$ cat src/verilog/bus_cmd_pkg.sv
// Constants and types for the local bus command controller
// Function
// - Sample and change outputs on falling edge
// - Either status line low starts a cycle
// - Decode cycle type from space and status
// - Strap selects compatible or short timing
// - Latch select at status end, gate response
// - Hold withholds command, resampled every clock
// - Early ready ends cycle without command
// - Ready held low forces idle state
// - Shared enable pin synchronised through two flops like the rest
// - Strap high: pin is bus grant, tristates
// - Strap low: pin gates, outputs stay driven
// - Address strobe every cycle except halt
// - Cascade enable only on interrupt acknowledge
// - Transceiver enable, delayed for compatible writes
// - Direction high write/idle, low read, safe
// - Five active-low commands by cycle type
// - Idle, status, command states, back to back
// - Ready high repeats command state as wait
// - Compatible mode delays every command one clock
// - Halt drives nothing, ignores control inputs
package bus_cmd_pkg;
  // Bit positions in the sampled input vector
  localparam int IN_W = 8;
  localparam int IN_S0 = 0;
  localparam int IN_S1 = 1;
  localparam int IN_SPACE = 2;
  localparam int IN_LSEL = 3;
  localparam int IN_HOLD = 4;
  localparam int IN_RDY = 5;
  localparam int IN_SHARED = 6;
  localparam int IN_STRAP = 7;
  // Quiet input value: status high, ready high
  localparam logic [IN_W-1:0] IN_RESET = 8'h23;
  // Command vector bit positions, all active low
  localparam int CMD_W = 5;
  localparam int CMD_IOW = 0;
  localparam int CMD_IOR = 1;
  localparam int CMD_MWT = 2;
  localparam int CMD_MRD = 3;
  localparam int CMD_INTERRUPT_ACK_CMD = 4;
  localparam logic [CMD_W-1:0] CMD_IDLE = 5'h1f;
  // Edges of ready low in a row, a command end included, that reset the bus
  localparam logic [2:0] RDY_HOLD_EDGES = 3'h4;
  // Strap level selecting compatible system bus timing
  localparam logic STRAP_COMPAT = 1'h1;
  // Bus states, one per processor clock phase
  typedef enum logic [2:0] {
    idle_state = 3'b000,
    status_state = 3'b001,
    command_state_a = 3'b010,
    command_state_b = 3'b011,
    halt_state = 3'b100
  } bus_state_t;
  // Cycle types as {space_select, status_bit1, status_bit0}
  typedef enum logic [2:0] {
    cyc_interrupt_ack_cmd = 3'b000,
    cyc_io_read = 3'b001,
    cyc_io_write = 3'b010,
    cyc_idle_a = 3'b011,
    cyc_halt = 3'b100,
    cyc_mem_read = 3'b101,
    cyc_mem_write = 3'b110,
    cyc_idle_b = 3'b111
  } cycle_type_t;
endpackage

$ cat src/verilog/cpu_bus_command_controller.sv
// Bus command controller: status decode to commands and controls
module cpu_bus_command_controller (
  input wire logic mclk_in, // System clock, falling edge used
  input wire logic rst_in, // Synchronous reset, active high
  input wire logic status_bit0_n_in, // Status line 0, active low
  input wire logic status_bit1_n_in, // Status line 1, active low
  input wire logic space_select_in, // High memory, low I/O
  input wire logic latched_select_in, // Controller select
  input wire logic command_hold_in, // Delays command start
  input wire logic ready_n_in, // Ends cycle, active low
  input wire logic shared_enable_pin_in, // Grant or gate pin
  input wire logic timing_mode_strap_in, // High: compatible timing
  output logic io_write_cmd_n_out, // I/O write command
  output logic io_read_cmd_n_out, // I/O read command
  output logic mem_write_cmd_n_out, // Memory write command
  output logic mem_read_cmd_n_out, // Memory read command
  output logic interrupt_ack_cmd_n_out, // Interrupt acknowledge
  output logic cmd_oe_out, // Command drivers enabled
  output logic address_latch_strobe_out, // Address latch enable
  output logic cascade_addr_enable_out, // Cascade address enable
  output logic data_xcvr_enable_out, // Transceiver enable
  output logic xfer_direction_out // High write or idle, low read
);

  // Whole state of the block in one register
  typedef struct packed {
    logic [bus_cmd_pkg::IN_W-1:0] meta; // First sync stage
    logic [bus_cmd_pkg::IN_W-1:0] sync; // Second sync stage
    bus_cmd_pkg::bus_state_t state; // Bus state
    bus_cmd_pkg::cycle_type_t ctype; // Cycle being run
    logic selected; // Select captured at status end
    logic armed; // Command activation point passed
    logic cmd_pending; // Command due, held off
    logic cmd_on; // Command active
    logic [2:0] rdy_cnt; // Ready low run length
    logic ale; // Address latch strobe
    logic cascade_addr_enable; // Cascade enable
    logic data_xcvr_enable; // Transceiver enable
    logic dir; // Transfer direction
    logic drive; // Command output enable
    logic [bus_cmd_pkg::CMD_W-1:0] cmd_n; // Commands
  } ctl_t;

  // Reset image: idle bus, quiet inputs, outputs inactive
  localparam ctl_t CTL_RESET = '{
    meta: bus_cmd_pkg::IN_RESET,
    sync: bus_cmd_pkg::IN_RESET,
    state: bus_cmd_pkg::idle_state,
    ctype: bus_cmd_pkg::cyc_idle_b,
    selected: 1'h0,
    armed: 1'h0,
    cmd_pending: 1'h0,
    cmd_on: 1'h0,
    rdy_cnt: 3'h0,
    ale: 1'h0,
    cascade_addr_enable: 1'h0,
    data_xcvr_enable: 1'h0,
    dir: 1'h1,
    drive: 1'h1,
    cmd_n: bus_cmd_pkg::CMD_IDLE
  };

  ctl_t s; // Current state
  ctl_t next_s; // Next state

  // Decoded views of the synchronised inputs
  logic compat; // Compatible bus timing selected
  logic start; // A status line is low
  logic rdy_low; // Ready sampled low
  logic hold; // Command hold sampled high
  logic gate_ok; // Grant or gate allows commands
  logic due; // Activation point reached this edge
  logic in_cycle; // Next state lies inside a cycle
  logic in_cmd; // Next state is a command state
  logic is_read; // Current cycle reads
  logic is_write; // Current cycle writes
  logic want_den; // Transceiver enable wanted
  logic want_dir; // Direction wanted
  bus_cmd_pkg::cycle_type_t new_type; // Type on the lines now

  // Next-state logic for the whole block
  always_comb begin
    next_s = s;
    // Every pin passes two flops before use; the first
    // stage feeds only the second, so metastability stays
    // out of the decode at the cost of two edges of lag.
    next_s.meta[bus_cmd_pkg::IN_S0] = status_bit0_n_in;
    next_s.meta[bus_cmd_pkg::IN_S1] = status_bit1_n_in;
    next_s.meta[bus_cmd_pkg::IN_SPACE] = space_select_in;
    next_s.meta[bus_cmd_pkg::IN_LSEL] = latched_select_in;
    next_s.meta[bus_cmd_pkg::IN_HOLD] = command_hold_in;
    next_s.meta[bus_cmd_pkg::IN_RDY] = ready_n_in;
    next_s.meta[bus_cmd_pkg::IN_SHARED] = shared_enable_pin_in;
    next_s.meta[bus_cmd_pkg::IN_STRAP] = timing_mode_strap_in;
    next_s.sync = s.meta;

    // Input decode from the second stage only
    compat = (s.sync[bus_cmd_pkg::IN_STRAP] == bus_cmd_pkg::STRAP_COMPAT);
    start = !s.sync[bus_cmd_pkg::IN_S0] || !s.sync[bus_cmd_pkg::IN_S1];
    rdy_low = !s.sync[bus_cmd_pkg::IN_RDY];
    hold = s.sync[bus_cmd_pkg::IN_HOLD];
    new_type = bus_cmd_pkg::cycle_type_t'({s.sync[bus_cmd_pkg::IN_SPACE],
      s.sync[bus_cmd_pkg::IN_S1], s.sync[bus_cmd_pkg::IN_S0]});

    // Pin meaning follows the strap
    if (compat) begin
      gate_ok = !s.sync[bus_cmd_pkg::IN_SHARED];
    end else begin
      gate_ok = s.sync[bus_cmd_pkg::IN_SHARED];
    end

    // Ready low run counter, saturating
    if (rdy_low) begin
      if (s.rdy_cnt != bus_cmd_pkg::RDY_HOLD_EDGES) begin
        next_s.rdy_cnt = s.rdy_cnt + 3'h1;
      end
    end else begin
      next_s.rdy_cnt = 3'h0;
    end

    // Bus state machine; each state here is one phase
    due = 1'b0;
    case (s.state)
      // Idle and halt both wait for a status line; halt
      // ignores every control input meanwhile
      bus_cmd_pkg::idle_state, bus_cmd_pkg::halt_state: begin
        if (start) begin
          next_s.ctype = new_type;
          next_s.selected = 1'b0;
          next_s.armed = 1'b0;
          if (new_type == bus_cmd_pkg::cyc_halt) begin
            next_s.state = bus_cmd_pkg::halt_state;
          end else begin
            next_s.state = bus_cmd_pkg::status_state;
          end
        end
      end
      // Second status phase: capture select, enter command
      bus_cmd_pkg::status_state: begin
        next_s.selected = s.sync[bus_cmd_pkg::IN_LSEL];
        next_s.state = bus_cmd_pkg::command_state_a;
        due = s.sync[bus_cmd_pkg::IN_LSEL] && !compat;
      end
      // First command phase; compatible mode starts late
      bus_cmd_pkg::command_state_a: begin
        next_s.state = bus_cmd_pkg::command_state_b;
        due = s.selected && compat && !s.armed;
      end
      // Second command phase: ready decides
      bus_cmd_pkg::command_state_b: begin
        if (rdy_low) begin
          // End, whether or not a command ever went out
          next_s.cmd_on = 1'b0;
          next_s.cmd_pending = 1'b0;
          next_s.selected = 1'b0;
          next_s.armed = 1'b0;
          if (start) begin
            // Back to back: straight into a new status
            next_s.ctype = new_type;
            if (new_type == bus_cmd_pkg::cyc_halt) begin
              next_s.state = bus_cmd_pkg::halt_state;
            end else begin
              next_s.state = bus_cmd_pkg::status_state;
            end
          end else begin
            next_s.state = bus_cmd_pkg::idle_state;
          end
        end else begin
          // Wait state: back to the first command phase, where a held-off command can still start
          next_s.state = bus_cmd_pkg::command_state_a;
        end
      end
      default: begin
        next_s.state = bus_cmd_pkg::idle_state;
      end
    endcase

    // Command activation, gated by hold each edge
    if (due) begin
      next_s.armed = 1'b1;
    end
    if ((due || s.cmd_pending) && next_s.state != bus_cmd_pkg::idle_state
        && next_s.state != bus_cmd_pkg::halt_state && !(s.state == bus_cmd_pkg::command_state_b && rdy_low)) begin
      if (hold) begin
        next_s.cmd_pending = 1'b1;
      end else begin
        next_s.cmd_pending = 1'b0;
        next_s.cmd_on = 1'b1;
      end
    end

    // Ready held low behaves as a reset to idle; a single
    // low at a cycle end cannot reach the threshold
    if (s.rdy_cnt == bus_cmd_pkg::RDY_HOLD_EDGES) begin
      next_s.state = bus_cmd_pkg::idle_state;
      next_s.cmd_on = 1'b0;
      next_s.cmd_pending = 1'b0;
      next_s.selected = 1'b0;
      next_s.armed = 1'b0;
    end

    // Cycle classification for the outputs
    in_cycle = (next_s.state == bus_cmd_pkg::status_state)
      || (next_s.state == bus_cmd_pkg::command_state_a)
      || (next_s.state == bus_cmd_pkg::command_state_b);
    in_cmd = (next_s.state == bus_cmd_pkg::command_state_a)
      || (next_s.state == bus_cmd_pkg::command_state_b);
    is_read = (next_s.ctype == bus_cmd_pkg::cyc_interrupt_ack_cmd)
      || (next_s.ctype == bus_cmd_pkg::cyc_io_read)
      || (next_s.ctype == bus_cmd_pkg::cyc_mem_read);
    is_write = (next_s.ctype == bus_cmd_pkg::cyc_io_write)
      || (next_s.ctype == bus_cmd_pkg::cyc_mem_write);

    // Strobes in the status phase, blind to control inputs
    next_s.ale = (next_s.state == bus_cmd_pkg::status_state);
    next_s.cascade_addr_enable = next_s.ale && (next_s.ctype == bus_cmd_pkg::cyc_interrupt_ack_cmd);

    // Command lines: idle high unless active and allowed
    next_s.cmd_n = bus_cmd_pkg::CMD_IDLE;
    if (next_s.cmd_on && gate_ok) begin
      case (next_s.ctype)
        bus_cmd_pkg::cyc_io_write: begin
          next_s.cmd_n[bus_cmd_pkg::CMD_IOW] = 1'b0;
        end
        bus_cmd_pkg::cyc_io_read: begin
          next_s.cmd_n[bus_cmd_pkg::CMD_IOR] = 1'b0;
        end
        bus_cmd_pkg::cyc_mem_write: begin
          next_s.cmd_n[bus_cmd_pkg::CMD_MWT] = 1'b0;
        end
        bus_cmd_pkg::cyc_mem_read: begin
          next_s.cmd_n[bus_cmd_pkg::CMD_MRD] = 1'b0;
        end
        bus_cmd_pkg::cyc_interrupt_ack_cmd: begin
          next_s.cmd_n[bus_cmd_pkg::CMD_INTERRUPT_ACK_CMD] = 1'b0;
        end
        default: begin
          next_s.cmd_n = bus_cmd_pkg::CMD_IDLE;
        end
      endcase
    end
    // Grant released in compatible mode: float the commands
    next_s.drive = compat ? gate_ok : 1'b1;

    // Transceiver enable; compatible writes wait for arming
    want_den = next_s.selected && gate_ok && in_cmd
      && (is_read || is_write)
      && !(is_write && compat && !next_s.armed);

    // Direction low only inside a read cycle
    want_dir = !(in_cycle && is_read);

    // Direction moves only while enable is and stays off,
    // and enable rises only once direction is settled
    if (!s.data_xcvr_enable) begin
      next_s.dir = want_dir;
    end
    next_s.data_xcvr_enable = want_den && (s.dir == want_dir);
  end

  // One register for everything, on the falling edge so
  // inputs are sampled and outputs change only there
  always_ff @(negedge mclk_in) begin
    if (rst_in) begin
      s <= CTL_RESET;
    end else begin
      s <= next_s;
    end
  end

  // Outputs straight from flops
  assign io_write_cmd_n_out = s.cmd_n[bus_cmd_pkg::CMD_IOW];
  assign io_read_cmd_n_out = s.cmd_n[bus_cmd_pkg::CMD_IOR];
  assign mem_write_cmd_n_out = s.cmd_n[bus_cmd_pkg::CMD_MWT];
  assign mem_read_cmd_n_out = s.cmd_n[bus_cmd_pkg::CMD_MRD];
  assign interrupt_ack_cmd_n_out = s.cmd_n[bus_cmd_pkg::CMD_INTERRUPT_ACK_CMD];
  assign cmd_oe_out = s.drive;
  assign address_latch_strobe_out = s.ale;
  assign cascade_addr_enable_out = s.cascade_addr_enable;
  assign data_xcvr_enable_out = s.data_xcvr_enable;
  assign xfer_direction_out = s.dir;

endmodule // cpu_bus_command_controller

$ cat config.mk
export PLATFORM = sky130hd
export DESIGN_NAME = cpu_bus_command_controller
export DESIGN_NICKNAME = d
export VERILOG_FILES = /design/src/verilog/bus_cmd_pkg.sv /design/src/verilog/cpu_bus_command_controller.sv
export SDC_FILE = /design/constraint.sdc
export NUM_CORES = 1
export LEC_CHECK = 0
export ABC_AREA = 1
export BUFFER_PORTS_ARGS = -buffer_cell sky130_fd_sc_hd__buf_2
export CORE_UTILIZATION = 56
export DETAILED_ROUTE_END_ITERATION = 8
export GPL_TIMING_DRIVEN = 0
export PLACE_DENSITY_LB_ADDON = 0.05
export SETUP_SLACK_MARGIN = 0.3
export SYNTH_ARGS = -nofsm -noshare
export SYNTH_HDL_FRONTEND = slang
export SYNTH_SLANG_ARGS = --single-unit
$ cat constraint.sdc
create_clock -name mclk_in -period 1.86 [get_ports mclk_in]
set_input_delay 0.372 -clock mclk_in [delete_from_list [all_inputs] [get_ports mclk_in]]
set_output_delay 0.372 -clock mclk_in [all_outputs]
set_load 0.01 [all_outputs]
==> flow_summary_export.csv, run 1 <==
group,metric,value,unit
finish,post_route_cells_drive_above_1_share,35.1,%
worst_setup_path,worstPathCellList,"buf_6",
worst_setup_path,path_class,"reg2out",
routing,wl_per_cell,12.2,um
sta,setup_total_negative_slack,-2.60,ns
yosys,synthesis.area,1610,um2
global_route,grt.total_usage,26.3,%
outcome,status,"complete, but fails checks",
global_route,first_global_vias,1553,
clock_network,clock_tree.htree_level_count,2,
sta,timing.final.ws_setup,-0.275,ns
outcome,violations_in_the_final_reports,"negative setup slack",
routing,vias,1555,
finish,fill_cells,179,
yosys,yosysWarnings,0,
sta,unrepaired_setup_endpoints_after_global_routing,"yes",
worst_setup_path,critPathLaunchType,"flop",
worst_setup_path,critical_path_required,1.49,ns
power,p_leak,1.22,nW
clock_network,cts_hold_buf,0,
floorplanning,rows,19,
yosys,synth_edf_count,0,
global_route,globalRoute.busiestLayer,"met2",
routing,finalWirelength,3.79,mm
clock_network,cts_buffer_depth,2,
floorplanning,initial_utilization,58.9,%
floorplanning,floorplan.die.width,55.6,um
worst_setup_path,crit_path_end_kind,"output port",
worst_setup_path,cp_max_fo,2,
global_route,grtUsageMet2,46.3,%
floorplanning,top_level_ports,20,
finish,postLayoutCellArea,2270,um2
placement,placement.cell_area,1840,um2
finish,multi_input_area,769,um2
power,ir_worst_vdd,0.000922,V
yosys,ys_ff_latch,39,
floorplanning,core_outline_area,2730,um2
clock_network,root_buffer,"sky130_fd_sc_hd__clkbuf_4",
placement,routabilityCongestion,0.889,
finish,finalNetCount,291,
global_route,initial_antenna_violation_count,0,
routing,drt-initial-drc-count,68,
finish,fin_util,83.0,%
routing,drcViolationCount,0,
global_route,grtUsageMet3,9.30,%
worst_hold_path,min_path_type,"reg2reg",
worst_setup_path,minimum_setup_slack_among_reg_to_reg_paths,0.29,ns
worst_setup_path,crit_path_top_delay_cell,"sky130_fd_sc_hd__dfxtp_4",
finish,area_delta_synth_final,40.9,%
yosys,synthesis.nets,216,
worst_setup_path,critPathBufInv,1,
worst_setup_path,data_arrival_time_of_the_critical_path,1.76,ns
floorplanning,fp.dieArea,3090,um2
power,power.density,941,nW/um2
yosys,synth.cells.most_frequent,"39 x sky130_fd_sc_hd__dfxtp_1, 36 x sky130_fd_sc_hd__inv_1, 27 x sky130_fd_sc_hd__nand2_1, 27 x sky130_fd_sc_hd__nor2_1, 14 x sky130_fd_sc_hd__nand3_1",
clock_network,cts_buffers,5,
run,cap_viol_max_count,0,
sta,skew,0.0412,ns
yosys,async_sr_flop_fraction,0,%
clock_network,clkSlewWorstSetupHoldPaths,0.04,ns
worst_setup_path,cp_slowest_stage_delay,0.33,ns
finish,antenna_cells,0,
sta,finalSetupViolCount,10,
global_route,grt_max_degree,12,
yosys,synth_most_common_cell,"sky130_fd_sc_hd__dfxtp_1",
clock_network,insertion_delay,0.43,ns
yosys,predominant_post_synthesis_flop_cell,"sky130_fd_sc_hd__dfxtp_1",
global_route,met1_demand_to_capacity_share_in_global_routing,25.9,%
sta,maxSlewViolCount,0,
routing,drtPass1Iterations,4,
routing,drtAntennaViolNets,0,
routing,routed_via_density,5.02,
yosys,yosys.area.top_type,"sky130_fd_sc_hd__dfxtp_1",
yosys,ys_types,27,
yosys,syn-mean-instance-area,7.89,um2
global_route,grt_pass1_wl,6.23,mm
sta,slew_headroom,68.1,%
yosys,ys_seq_area_share,48.5,%
sta,worst_slew_pin_slew,0.478,ns
placement,detailedPlacementHpwl,2.33,mm
yosys,synth_largest_type_area_fraction,48.5,%
clock_network,clock_tree_from_tritoncts,"done",
worst_setup_path,path_delay_family,"flip-flops",
global_route,grt-ovfl-total,0,
yosys,synth.top_cells.by_area,"sky130_fd_sc_hd__dfxtp_1 48%, sky130_fd_sc_hd__inv_1 8.4%, sky130_fd_sc_hd__nand2_1 6.3%",
sta,hold_violations,0,
clock_network,clock_sinks,39,
yosys,synth_cells,204,
finish,layout.area.seq,806,um2
floorplanning,floorplan.die.height,55.6,um
placement,placement.io_buffers,19,
[layout by cell type, fill, tap and decap left out, drive strengths merged]
cell type and instances:
a21oi 5, a31oi 2, buf 29, clkbuf 8, dfxtp 39, ha 2
inv 81, nand2 35, nand3 16, nand3b 2, nand4 7, nor2 30
nor3 3, o211ai 1, o21ai 10, or2 8, xor2 1
[final timing paths]
| check | startpoint | end | depth (start not counted) |
|---|---|---|---|
| setup / recovery | xfer_direction_out | xfer_direction_out | 1 |
| setup reg to reg | s[22] | io_read_cmd_n_out | 8 |
| hold reg to reg | next_s[26] | s[26] | 2 |
| hold / removal | next_s[26] | s[26] | 2 |
[worst min-delay path, delay by kind of cell, from the launching register on]
family                 cells  cell delay, ns
AND/OR/NAND/NOR            1            0.04
buffers and inverters      1            0.04
flip-flops                 1            0.29
[where the power goes]
group	switching, mW	leakage, nW	internal (mW)	total [mW]
Sequential	0.0323	0.321	0.887	0.919
Combinational	0.277	0.659	0.194	0.471
Clock	0.500	0.241	0.245	0.746
[sequential cells by signal (all words and copies together), names as in the netlist]
signal / count
s: 16
next_s: 8
new_type: 3
address_latch_strobe_out: 1
cascade_addr_enable_out: 1
cmd_oe_out: 1
compat: 1
data_xcvr_enable_out: 1
hold: 1
interrupt_ack_cmd_n_out: 1
io_read_cmd_n_out: 1
io_write_cmd_n_out: 1
mem_read_cmd_n_out: 1
mem_write_cmd_n_out: 1
xfer_direction_out: 1
[routing by layer]
layer / part of all wire [%] / wire length, um / vias to the layer above
met1: 38 / 1450 / 707
li1: - / - / 787
met2: 54 / 2060 / 49
met3: 4.3 / 164 / 12
met5: 0 / 0 / -
met4: 3.1 / 116 / 0
[stage by stage]
stage,instances,hold WS [ns],power [mW],setup WS [ns]
final,310,0.394,2.14,-0.275
after global routing,310,0.421,2.28,-0.305
after CTS,305,0.406,2.07,-0.289
after detailed placement,254,0.401,1.43,-0.301
after global placement,254,0.396,1.41,-0.278
after floorplan,204,0.393,1.35,0.0167
[logic make-up (layout without fill, tap and decap cells)]
| group | Yosys count | after routing | share of synthesized area, % |
|---|---|---|---|
| AO/OA/AOI/OAI | 18 | 18 | 7.54 |
| XOR/XNOR | 1 | 1 | 0.544 |
| adder cells (fa/ha/maj) | 2 | 2 | 1.55 |
| buffers and inverters | 43 | 118 | 10.2 |
| flip-flops | 39 | 39 | 48.5 |
| AND/OR/NAND/NOR | 101 | 101 | 31.7 |
[area by class of cell]
cell class	count	share of cell area [%]
Sequential cell	39	35.5
Multi-Input combinational cell	122	33.9
Timing Repair Buffer	30	11.3
Clock inverter	41	6.89
Inverter	40	6.84
Buffer	2	2.21
Tap cell	31	1.71
Clock buffer	5	1.65
[what timing repair did]
item	4_1_cts	5_1_grt
pin swaps	3	7
setup endpoints to repair	22	28
gates cloned	1	0
buffers inserted	5	5
resized for setup	16	25
endpoints found under the hold margin	0	0
Note: power is estimated with default switching activity, not from simulation.
==> run 2: changes to the inputs <==
- PLACE_DENSITY_LB_ADDON: 0.05 -> 0.3
- SETUP_SLACK_MARGIN: 0.3 -> 0.05
==> flow_summary_export.csv, run 2 (synthesis results as in run 1) <==
group,metric,value,unit
outcome,status,"complete, but fails checks",
outcome,violations_in_the_final_reports,"negative setup slack",
sta,worst_slew_pin_slew,0.452,ns
clock_network,cts_hold_buf,0,
sta,maxSlewViolCount,0,
routing,drcViolationCount,0,
worst_setup_path,critical_path_required,1.49,ns
clock_network,insertion_delay,0.42,ns
clock_network,clock_sinks,39,
placement,placedCellCount,254,
worst_hold_path,hold_path.startpoint,"next_s[29]",
floorplanning,initial_utilization,58.9,%
global_route,grt_max_degree,13,
routing,routed_via_density,4.92,
placement,detailedPlacementHpwl,2.10,mm
global_route,grt-ovfl-total,0,
global_route,grt_pass1_wl,5.56,mm
sta,finalSetupViolCount,10,
global_route,first_global_vias,1452,
power,total_power,2.04,mW
sta,slew_headroom,69.8,%
finish,fill_cells,207,
finish,area_delta_synth_final,26.0,%
floorplanning,core_outline_area,2730,um2
run,cap_viol_max_count,0,
placement,placement.io_buffers,19,
routing,drtAntennaViolNets,0,
worst_hold_path,hold-path-endpoint,"s[29]",
floorplanning,floorplan.die.width,55.6,um
finish,post_route_cells_drive_above_1_share,24.0,%
finish,regMostFlops,"s",
clock_network,root_buffer,"sky130_fd_sc_hd__clkbuf_4",
finish,finalNonFillerCells,302,
worst_setup_path,worstReg2RegStart,"s[10]",
worst_hold_path,min_path_type,"reg2reg",
routing,finalWirelength,3.24,mm
worst_setup_path,critPathLaunchType,"flop",
floorplanning,top_level_ports,20,
worst_setup_path,cp_slowest_stage_delay,0.33,ns
worst_setup_path,data_arrival_time_of_the_critical_path,1.80,ns
worst_setup_path,path_class,"reg2out",
worst_setup_path,minimum_setup_slack_among_reg_to_reg_paths,0.17,ns
floorplanning,fp.dieArea,3090,um2
sta,setup_total_negative_slack,-2.67,ns
finish,flip_flop_count_of_the_largest_register_all_copies_and_words_added,16,
worst_setup_path,r2r.worst_path.cells,8,
sta,unrepaired_setup_endpoints_after_global_routing,"yes",
worst_setup_path,crit_path_end_kind,"output port",
floorplanning,rows,19,
routing,drt-initial-drc-count,73,
sta,hold_violations,0,
clock_network,cts_buffers,5,
clock_network,cts_buffer_depth,2,
placement,routabilityCongestion,0.838,
global_route,initial_antenna_violation_count,0,
global_route,grt.total_usage,23.2,%
worst_setup_path,worstPathCellList,"buf_6",
power,power.density,1010,nW/um2
clock_network,clkSlewWorstSetupHoldPaths,0.06,ns
clock_network,clock_tree.htree_level_count,2,
power,p_leak,1.14,nW
finish,multi_input_area,686,um2
sta,skew,0.0333,ns
worst_setup_path,critPathBufInv,1,
routing,wl_per_cell,10.7,um
finish,finalNetCount,282,
worst_setup_path,cp_max_fo,2,
worst_setup_path,r2r-end,"mem_read_cmd_n_out",
finish,mostFrequentLayoutCells,"74 x sky130_fd_sc_hd__inv_1, 35 x sky130_fd_sc_hd__dfxtp_1, 26 x sky130_fd_sc_hd__nand2_1, 26 x sky130_fd_sc_hd__nor2_1, 15 x sky130_fd_sc_hd__buf_2",
sta,timing.final.ws_setup,-0.310,ns
power,ir_worst_vdd,0.000960,V
finish,antenna_cells,0,
routing,drtPass1Iterations,5,
worst_setup_path,path_delay_family,"flip-flops",
clock_network,clock_tree_from_tritoncts,"done",
worst_hold_path,whs_path_cells,2,
routing,vias,1487,
finish,layout.cells.most_common,"sky130_fd_sc_hd__inv_1",
floorplanning,floorplan.die.height,55.6,um
worst_setup_path,crit_path_top_delay_cell,"sky130_fd_sc_hd__dfxtp_2",
finish,layout.area.seq,786,um2
-- run 2: changes by cell type in the layout (fill, tap and decap cells not counted), sizes merged --
cell,before,now
buf,29,21
clkbuf,8,7
clkinvlp,0,1
-- run 2: layer usage --
layer  GRT usage, %  routed length [um]
met3           10.5                 158
met5              0                   0
met1           21.4                1360
met2           41.3                1630
met4           13.9                  96
-- run 2: worst max path at each step --
stage                               from              endpoint  slack [ns]  cells after the start
CTS                   mem_read_cmd_n_out    mem_read_cmd_n_out       -0.31                      1
detailed placement                rst_in     io_read_cmd_n_out       -0.28                      5
global route        data_xcvr_enable_out  data_xcvr_enable_out       -0.33                      1
global placement                  rst_in  data_xcvr_enable_out       -0.26                      8
floorplan                         rst_in     io_read_cmd_n_out        0.02                      4
finish              data_xcvr_enable_out  data_xcvr_enable_out       -0.31                      1
-- run 2: cell type report --
class                   instances  area share, %
inverters                      40           7.53
flip-flops and latches         39           38.7
clock buffers                   5           1.85
multi-input cells             122           33.8
repair buffers                 21           6.66
clock inverters                42           8.08
well taps                      31           1.91
plain buffers                   2           1.42
-- run 2: tightest hold or removal path, stage by stage, from the launching register on --
cell and delay (ns):
sky130_fd_sc_hd__dfxtp_1 0.29, sky130_fd_sc_hd__inv_1 0.04, sky130_fd_sc_hd__nor2_1 0.03
-- run 2: timing repair --
item | in CTS | in global routing
setup buffers | 2 | 0
endpoints found under the setup margin | 10 | 10
resized for setup | 6 | 2
gates cloned | 0 | 0
-- run 2: power by group --
group,leakage [nW],switching (mW),total [mW],internal [mW]
logic,0.581,0.236,0.373,0.137
registers,0.320,0.0292,0.915,0.885
clock network,0.241,0.501,0.753,0.252
-- run 2: per-stage QoR --
stage | util [%] | setup WS, ns | hold slack (ns) | area [um2]
final | 74.2 | -0.310 | 0.401 | 2030
after global routing | 74.2 | -0.327 | 0.404 | 2030
after CTS | 73.9 | -0.308 | 0.401 | 2020
after detailed placement | 65.3 | -0.285 | 0.393 | 1790
after global placement | 65.3 | -0.264 | 0.389 | 1790
after floorplan | - | 0.0164 | 0.388 | 1650
